===== config.mk =====
export PLATFORM = sky130hd
export DESIGN_NAME = hsl_strap_latch
export DESIGN_NICKNAME = d
export VERILOG_FILES = /design/src/include/hsl_pkg.sv /design/src/rtl/hsl_port0_decode.sv /design/src/rtl/hsl_strap_latch.sv
export SDC_FILE = /design/constraint.sdc
export NUM_CORES = 1
export LEC_CHECK = 0
export ABC_CLOCK_PERIOD_IN_PS = 1700
export BUFFER_PORTS_ARGS = -buffer_cell sky130_fd_sc_hd__buf_2
export CORE_MARGIN = 2
export CORE_UTILIZATION = 40
export DETAILED_ROUTE_END_ITERATION = 16
export PLACE_DENSITY_LB_ADDON = 0.05
export SLEW_MARGIN = 0
export SYNTH_ARGS = -nofsm -noshare
export SYNTH_HDL_FRONTEND = slang
export SYNTH_SLANG_ARGS = --single-unit

===== constraint.sdc =====
create_clock -name core_clk -period 1.7 [get_ports core_clk]
set_input_delay 0.255 -clock core_clk [delete_from_list [all_inputs] [get_ports core_clk]]
set_output_delay 0.255 -clock core_clk [all_outputs]
set_load 0.02 [all_outputs]

===== src/include/hsl_pkg.sv =====
// shared types and constants for the hard strap latch and decode block
package hsl_pkg;

   // ***************************************************************
   // widths and reset values
   // ***************************************************************
   localparam int unsigned LED_W     = 6;
   localparam int unsigned P0_PIN_W  = 3;
   localparam logic [5:0]  LED_POL_RST  = 6'h00;
   localparam logic [2:0]  P0_PINS_RST  = 3'h0;
   localparam logic [1:0]  MGMT_PINS_RST = 2'h0;

   // shared pin positions: pin index n carries led polarity bit n
   localparam int unsigned PIN_PHYADDR = 5;
   localparam int unsigned PIN_MGMT1   = 4;
   localparam int unsigned PIN_MGMT0   = 3;
   localparam int unsigned PIN_EESIZE  = 2;
   localparam int unsigned PIN_MDIX2   = 1;
   localparam int unsigned PIN_MDIX1   = 0;

   // port 0 select pin positions feeding the virtual phy defaults
   localparam int unsigned P0_PIN_DIR   = 1;
   localparam int unsigned P0_PIN_DRIVE = 0;

   // ***************************************************************
   // modes and states
   // ***************************************************************
   typedef enum logic [1:0] {
      HSL_MGMT_RSVD_LO,
      HSL_MGMT_SMI,
      HSL_MGMT_I2C,
      HSL_MGMT_RSVD_HI
   } hsl_mgmt_e;

   typedef enum logic [1:0] {
      HSL_P0_MII_MAC,
      HSL_P0_MII_PHY,
      HSL_P0_RMII_PHY,
      HSL_P0_RSVD
   } hsl_p0_mode_e;

   typedef enum logic {
      HSL_ST_WAIT,
      HSL_ST_HOLD
   } hsl_state_e;

   // ***************************************************************
   // carriers
   // ***************************************************************
   typedef struct packed {
      logic [1:0] mgmt_bits;
      logic       eeprom_size;
      logic       phy_addr_sel;
      logic       auto_mdix_2;
      logic       auto_mdix_1;
      logic [5:0] led_pol;
      logic [2:0] p0_pins;
   } hsl_strap_s;

   typedef struct packed {
      logic refclk_dir;
      logic clk_drive;
      logic turbo_en;
   } hsl_vphy_s;

   localparam hsl_vphy_s VPHY_RST = 3'h0;

endpackage


===== src/rtl/hsl_port0_decode.sv =====
// three-pin to two-bit decode of the port 0 interface mode
`timescale 1ns/1ps
module hsl_port0_decode (
   input  wire logic [2:0]            port0_select_pins,
   output hsl_pkg::hsl_p0_mode_e      port0_iface_select,
   output logic                       port0_reserved
);

   always_comb begin
      unique case (port0_select_pins)
         3'h0: port0_iface_select = hsl_pkg::HSL_P0_MII_MAC;
         3'h1, 3'h2, 3'h3: port0_iface_select = hsl_pkg::HSL_P0_MII_PHY;
         3'h4, 3'h5, 3'h6: port0_iface_select = hsl_pkg::HSL_P0_RMII_PHY;
         3'h7: port0_iface_select = hsl_pkg::HSL_P0_RSVD;
      endcase
      port0_reserved = (port0_iface_select == hsl_pkg::HSL_P0_RSVD);
   end

endmodule


===== src/rtl/hsl_strap_latch.sv =====
// hard strap latch, decode, virtual phy defaults and led pin drive
//
// Function
// - straps sampled only on power-on or pin reset
// - straps come only from pins, never loader
// - each strap feeds config or register default
// - management strap 01 smi, 10 i2c
// - port 0 mode 00 mac, 01 phy, 10 rmii
// - three port 0 pins decode to two bits
// - port 0 pin 1 defaults clock direction
// - port 0 pin 0 defaults clock strength
// - port 0 pin 1 defaults turbo mii enable
// - address strap picks virtual phy address
// - led polarity bit sets output drive sense
// - eeprom strap picks eeprom size range
// - one shared pin level feeds two straps
`timescale 1ns/1ps
module hsl_strap_latch (
   input  wire logic                  core_clk,
   input  wire logic                  resetn,
   input  wire logic                  external_reset_pin_low,
   input  wire logic                  soft_reset,
   input  wire logic [2:0]            port0_select_pins,
   input  wire logic [5:0]            shared_pin_i,
   output logic [5:0]                 shared_pin_o,
   output logic [5:0]                 shared_pin_oe,
   input  wire logic [5:0]            led_on,
   input  wire logic                  vphy_wr_en,
   input  wire hsl_pkg::hsl_vphy_s    vphy_wr_data,
   output hsl_pkg::hsl_vphy_s         virtual_phy_special_ctrl_reg,
   output hsl_pkg::hsl_mgmt_e         mgmt_mode,
   output logic                       mgmt_reserved,
   output hsl_pkg::hsl_p0_mode_e      port0_iface_select,
   output logic                       port0_reserved,
   output logic                       eeprom_size_sel,
   output logic                       phy_addr_sel,
   output logic                       auto_mdix_strap_2,
   output logic                       auto_mdix_strap_1,
   output logic [5:0]                 led_pol,
   output logic                       straps_valid
);

   // ***************************************************************
   // state and capture
   // ***************************************************************
   hsl_pkg::hsl_state_e    state_q, state_d;
   hsl_pkg::hsl_strap_s    strap_q, strap_d;
   hsl_pkg::hsl_mgmt_e     mgmt_q, mgmt_d;
   hsl_pkg::hsl_p0_mode_e  p0_q, p0_d, p0_dec;
   logic                   capture;

   // the reserved flag is rebuilt from the registered mode, so the live one is left open
   hsl_port0_decode u_p0_dec (
      .port0_select_pins  (port0_select_pins),
      .port0_iface_select (p0_dec),
      .port0_reserved     ()
   );

   // a pin reset pulls the block back to wait; the soft reset does not
   assign capture = (state_q == hsl_pkg::HSL_ST_WAIT) && !external_reset_pin_low;

   always_comb begin
      state_d = state_q;
      strap_d = strap_q;
      mgmt_d  = mgmt_q;
      p0_d    = p0_q;
      if (external_reset_pin_low) begin
         state_d = hsl_pkg::HSL_ST_WAIT;
      end else if (capture) begin
         state_d = hsl_pkg::HSL_ST_HOLD;
         // pins are the only source; no loader input exists on this block
         strap_d.mgmt_bits    = {shared_pin_i[hsl_pkg::PIN_MGMT1], shared_pin_i[hsl_pkg::PIN_MGMT0]};
         strap_d.eeprom_size  = shared_pin_i[hsl_pkg::PIN_EESIZE];
         strap_d.phy_addr_sel = shared_pin_i[hsl_pkg::PIN_PHYADDR];
         strap_d.auto_mdix_2  = shared_pin_i[hsl_pkg::PIN_MDIX2];
         strap_d.auto_mdix_1  = shared_pin_i[hsl_pkg::PIN_MDIX1];
         strap_d.led_pol      = shared_pin_i;
         strap_d.p0_pins      = port0_select_pins;
         p0_d                 = p0_dec;
         unique case ({shared_pin_i[hsl_pkg::PIN_MGMT1], shared_pin_i[hsl_pkg::PIN_MGMT0]})
            2'h1: mgmt_d = hsl_pkg::HSL_MGMT_SMI;
            2'h2: mgmt_d = hsl_pkg::HSL_MGMT_I2C;
            2'h0: mgmt_d = hsl_pkg::HSL_MGMT_RSVD_LO;
            2'h3: mgmt_d = hsl_pkg::HSL_MGMT_RSVD_HI;
         endcase
      end
   end

   always_ff @(posedge core_clk or negedge resetn) begin
      if (!resetn) begin
         state_q <= hsl_pkg::HSL_ST_WAIT;
         strap_q <= '0;
         mgmt_q  <= hsl_pkg::HSL_MGMT_RSVD_LO;
         p0_q    <= hsl_pkg::HSL_P0_MII_MAC;
      end else begin
         state_q <= state_d;
         strap_q <= strap_d;
         mgmt_q  <= mgmt_d;
         p0_q    <= p0_d;
      end
   end

   // ***************************************************************
   // virtual phy special control bits
   // ***************************************************************
   // defaults reload on capture and on soft reset, so software writes
   // are lost on any reset but the straps themselves survive a soft one
   hsl_pkg::hsl_vphy_s vphy_q, vphy_d, vphy_dflt;

   always_comb begin
      vphy_dflt.refclk_dir = strap_d.p0_pins[hsl_pkg::P0_PIN_DIR];
      vphy_dflt.clk_drive  = strap_d.p0_pins[hsl_pkg::P0_PIN_DRIVE];
      vphy_dflt.turbo_en   = strap_d.p0_pins[hsl_pkg::P0_PIN_DIR];
      vphy_d = vphy_q;
      if (capture || soft_reset) begin
         vphy_d = vphy_dflt;
      end else if (vphy_wr_en && state_q == hsl_pkg::HSL_ST_HOLD) begin
         vphy_d = vphy_wr_data;
      end
   end

   always_ff @(posedge core_clk or negedge resetn) begin
      if (!resetn) begin
         vphy_q <= hsl_pkg::VPHY_RST;
      end else begin
         vphy_q <= vphy_d;
      end
   end

   // ***************************************************************
   // shared pin drive
   // ***************************************************************
   // pins float while waiting so the board pulls set the sampled level
   logic [5:0] pin_o_q, pin_o_d, pin_oe_q, pin_oe_d;

   always_comb begin
      pin_o_d  = led_on ^ strap_q.led_pol;
      pin_oe_d = (state_d == hsl_pkg::HSL_ST_HOLD) ? 6'h3f : 6'h00;
   end

   always_ff @(posedge core_clk or negedge resetn) begin
      if (!resetn) begin
         pin_o_q  <= hsl_pkg::LED_POL_RST;
         pin_oe_q <= 6'h00;
      end else begin
         pin_o_q  <= pin_o_d;
         pin_oe_q <= pin_oe_d;
      end
   end

   // ***************************************************************
   // outputs
   // ***************************************************************
   assign shared_pin_o                 = pin_o_q;
   assign shared_pin_oe                = pin_oe_q;
   assign virtual_phy_special_ctrl_reg = vphy_q;
   assign mgmt_mode                    = mgmt_q;
   assign mgmt_reserved                = (mgmt_q == hsl_pkg::HSL_MGMT_RSVD_LO)
                                         || (mgmt_q == hsl_pkg::HSL_MGMT_RSVD_HI);
   assign port0_iface_select           = p0_q;
   assign port0_reserved               = (p0_q == hsl_pkg::HSL_P0_RSVD);
   assign eeprom_size_sel              = strap_q.eeprom_size;
   assign phy_addr_sel                 = strap_q.phy_addr_sel;
   assign auto_mdix_strap_2            = strap_q.auto_mdix_2;
   assign auto_mdix_strap_1            = strap_q.auto_mdix_1;
   assign led_pol                      = strap_q.led_pol;
   assign straps_valid                 = (state_q == hsl_pkg::HSL_ST_HOLD);

   // ***************************************************************
   // assertions
   // ***************************************************************
   a_hold_stable: assert property (@(posedge core_clk) disable iff (!resetn)
      state_q == hsl_pkg::HSL_ST_HOLD && !external_reset_pin_low |=> $stable(strap_q))
      else $error("straps changed while held");

   a_soft_no_sample: assert property (@(posedge core_clk) disable iff (!resetn)
      soft_reset && state_q == hsl_pkg::HSL_ST_HOLD && !external_reset_pin_low
      |=> $stable(strap_q) && state_q == hsl_pkg::HSL_ST_HOLD)
      else $error("soft reset resampled straps");

   // keyed on the rise of valid: capture is already high at the edge that releases reset
   a_pin_sample: assert property (@(posedge core_clk) disable iff (!resetn)
      $rose(straps_valid) |-> strap_q.led_pol == $past(shared_pin_i)
      && strap_q.mgmt_bits == $past(shared_pin_i[4:3]) && eeprom_size_sel == $past(shared_pin_i[2]))
      else $error("shared pin not latched into both straps");

   a_mgmt_decode: assert property (@(posedge core_clk) disable iff (!resetn)
      straps_valid |-> (strap_q.mgmt_bits == 2'h1) == (mgmt_mode == hsl_pkg::HSL_MGMT_SMI)
      && (strap_q.mgmt_bits == 2'h2) == (mgmt_mode == hsl_pkg::HSL_MGMT_I2C))
      else $error("management mode decode wrong");

   a_p0_decode: assert property (@(posedge core_clk) disable iff (!resetn)
      straps_valid |-> (strap_q.p0_pins == 3'h0) == (port0_iface_select == hsl_pkg::HSL_P0_MII_MAC)
      && (strap_q.p0_pins == 3'h7) == port0_reserved
      && (strap_q.p0_pins[2] && strap_q.p0_pins != 3'h7) == (port0_iface_select == hsl_pkg::HSL_P0_RMII_PHY))
      else $error("port 0 mode decode wrong");

   a_vphy_default: assert property (@(posedge core_clk) disable iff (!resetn)
      soft_reset && state_q == hsl_pkg::HSL_ST_HOLD && !external_reset_pin_low
      |=> virtual_phy_special_ctrl_reg.refclk_dir == strap_q.p0_pins[1]
      && virtual_phy_special_ctrl_reg.turbo_en == strap_q.p0_pins[1]
      && virtual_phy_special_ctrl_reg.clk_drive == strap_q.p0_pins[0])
      else $error("virtual phy defaults not reloaded");

   a_led_sense: assert property (@(posedge core_clk) disable iff (!resetn)
      straps_valid && $past(straps_valid) |-> shared_pin_o == ($past(led_on) ^ $past(led_pol)))
      else $error("led drive sense wrong");

   a_pins_float: assert property (@(posedge core_clk) disable iff (!resetn)
      external_reset_pin_low |=> shared_pin_oe == 6'h00 && !straps_valid)
      else $error("shared pins driven during pin reset");

   c_capture:    cover property (@(posedge core_clk) disable iff (!resetn) capture ##1 straps_valid);
   c_soft_reset: cover property (@(posedge core_clk) disable iff (!resetn) straps_valid && soft_reset);
   c_pin_reset:  cover property (@(posedge core_clk) disable iff (!resetn)
      straps_valid ##1 external_reset_pin_low ##1 !external_reset_pin_low ##1 straps_valid);

endmodule


==> flow_summary.yaml <==
status:
  status: "complete, no violations"
clock_tree:
  cts_buffer_depth: 2
  post-cts-setup-buffer-count: 0
  cts.sinks: 22
  htree_num_levels: 1
  post_cts_resized: 0
  cts_buffers: 3
  root_buffer: "clkbuf_4"
  clkTransAtPathRegs_ns: 0.12
  cts_tree: "done"
  clock_latency_ns: 0.30
logic_synthesis:
  ys_warn_count: 0
  netlist_instances: 100
  synth_area_leaders: "dfrtp_1, nand2_1, buf_4, xor2_1, a2bb2oi_1"
  ys_ff_latch: 22
  yosysTopAreaCell: "dfrtp_1"
  syn_nets: 123
  ys_seq_area_share_pct: 55.8
  synth.distinct_cells: 20
  yosysTopAreaCellShare_pct: 55.8
  synth_area_um2: 986
  synth.avg_cell_area_um2: 9.86
detailed_routing:
  drc: 0
  drtIter0Drc: 9
  wl_per_cell_um: 10.6
  vias: 764
  drt-vias-per-instance: 4.42
  routed_wl_mm: 1.83
  dr.pass1.iters: 4
  postRouteAntennaNets: 0
die:
  placementRows: 17
  io_pins: 55
  die_x_um: 53.6
  die_h_um: 53.6
  start_util_pct: 43.3
  design.die.area_um2: 2880
  core-area_um2: 2280
power:
  peakVddDrop_mv: 0.538
  power_mw: 1.38
  powerDensity_nw_per_um2: 1110
  p_leak_nw: 0.704
timing:
  setup_violations: 0
  maxSlewHeadroom_pct: 65.6
  finalCriticalPeriod_ns: 1.40
  fin_crit_sh_pct: 82.5
  finalSetupTns_ns: 0
  max_slew.worst_pin.slew_ns: 0.517
  final.setup_skew_ns: 0.00332
  rsz0062_at_grt: "no"
  max_freq_mhz: 713
  drv_slew: 0
  hold_viol_final: 0
setup_path:
  reg2reg_slack_ns: 0.30
  endpoint_kind: "register"
  r2r_cells: 4
  path_class: "register to register"
  crit_arrival_ns: 1.60
  startpoint_type: "register"
  path_max_fanout: 16
  regToRegStartpoint: "shared_pin_oe[4]"
  worst_ep_required_time_ns: 1.90
  regToRegEndpoint: "virtual_phy_special_ctrl_reg[1]"
finish:
  drive_above_1_share_pct: 41.4
  fin_util_pct: 54.8
  largest_reg_flops: 6
  fin_cells: 173
  syn_to_final_growth_pct: 26.5
  nets: 169
  diodes: 0
  final_area_um2: 1250
placed_design:
  dp_cells: 168
  dpl_cell_area_um2: 1180
  portBuffers: 54
  gp_congestion: 0.743
  dpl.hpwl_mm: 1.44
grt:
  grt_use_total_pct: 14.7
  grt_pass1_vias: 729
  overflow: 0
  antenna_found_initial: 0
  grt_pass1_wl_mm: 2.99
  grt_max_degree: 23
run:
  maxCapViolations: 0
worst_hold_path:
  hp-class: "input port to register"
  worstHoldStart: "led_on[1]"
  hold_end: "shared_pin_o[1]"
  hold_path_depth: 2
[layout by cell type (no fill, tap or decap)]
master,synthesis,routed
and2_1,1,1
nand3b_1,1,1
dfrtp_1,22,22
a311oi_1,1,1
nor2b_1,2,2
a2bb2oi_1,2,2
o21ai_1,2,2
inv_1,2,2
bufinv_16,0,1
xnor2_1,1,1
buf_2,1,54
o21ai_0,2,2
nand3_1,1,1
nand2_1,37,37
nor2_1,2,2
o211ai_2,1,1
clkbuf_4,0,3
buf_4,13,1
or2_1,1,1
dlygate4sd3_1,0,1
xor2_1,6,6
maj3_1,1,1
[cell families (layout without fill, tap and decap cells)]
| kind of cell | count (synthesis) | after routing | share of synthesized area (%) |
|---|---|---|---|
| compound gates | 8 | 8 | 5.96 |
| xor+xnor | 7 | 7 | 6.22 |
| fa+ha+maj | 1 | 1 | 1.02 |
| buf+inv | 17 | 62 | 12.3 |
| flops | 22 | 22 | 55.8 |
| simple gates | 45 | 45 | 18.7 |
[report_power, final]
part	internal [mW]	switching [mW]
logic	0.131	0.223
registers	0.595	0.0443
clock network	0.238	0.149
total	0.964	0.416
[synth_stat cells (all sizes together)]
cell     instances
o21ai            4
o211ai           1
buf             15
nor2b            2
or2              1
dfrtp           22
and2             1
nor2             2
nand3            1
xor2             6
a311oi           1
inv              2
nand3b           1
nand2           37
a2bb2oi          2
xnor2            1
maj3             1
[through the flow]
step	hold WS [ns]	setup slack, ns
2_1_floorplan	-0.0406	0.403
3_3_place_gp	0.242	0.360
3_5_place_dp	0.246	0.284
4_1_cts	0.100	0.282
5_1_grt	0.0930	0.129
6_report	0.117	0.297
[routing by layer]
layer	track usage [%]	wire, um	up-vias
met5	0	0	-
met4	6.41	11	0
met3	3.33	136	2
met2	26.3	927	29
met1	16.6	756	343
li1	-	-	390
[worst max-delay path, stage by stage, from the launching register on]
cell	delay (ns)
dfrtp_1	0.51
or2_1	0.48
nand3b_1	0.12
o21ai_1	0.09
o21ai_1	0.09
[cell type report]
class                           instances  area (um2)
Clock buffer                            3        22.5
Clock inverter                          1        30.0
Fill cell                             225        1030
Inverter                                2        7.51
Multi-Input combinational cell         61         314
Sequential cell                        22         551
Tap cell                               28        35.0
Timing Repair Buffer                   56         288
[timing repair]
action | CTS | global route
endpoints found under the hold margin | 22 | 0
hold buffers | 1 | 0
setup endpoints to repair | 0 | 0
[worst max-delay path by stage]
stage,startpoint,slack [ns],end,depth (start not counted)
final,shared_pin_oe[4],0.30,virtual_phy_special_ctrl_reg[1],4
after global routing,shared_pin_oe[4],0.13,virtual_phy_special_ctrl_reg[1],4
after CTS,shared_pin_oe[4],0.28,virtual_phy_special_ctrl_reg[1],4
after detailed placement,shared_pin_oe[4],0.28,virtual_phy_special_ctrl_reg[1],4
after global placement,shared_pin_oe[4],0.36,virtual_phy_special_ctrl_reg[1],4
after floorplan,shared_pin_oe[4],0.40,mgmt_mode[0],5
No activity file was read; power rests on OpenSTA's default activity.
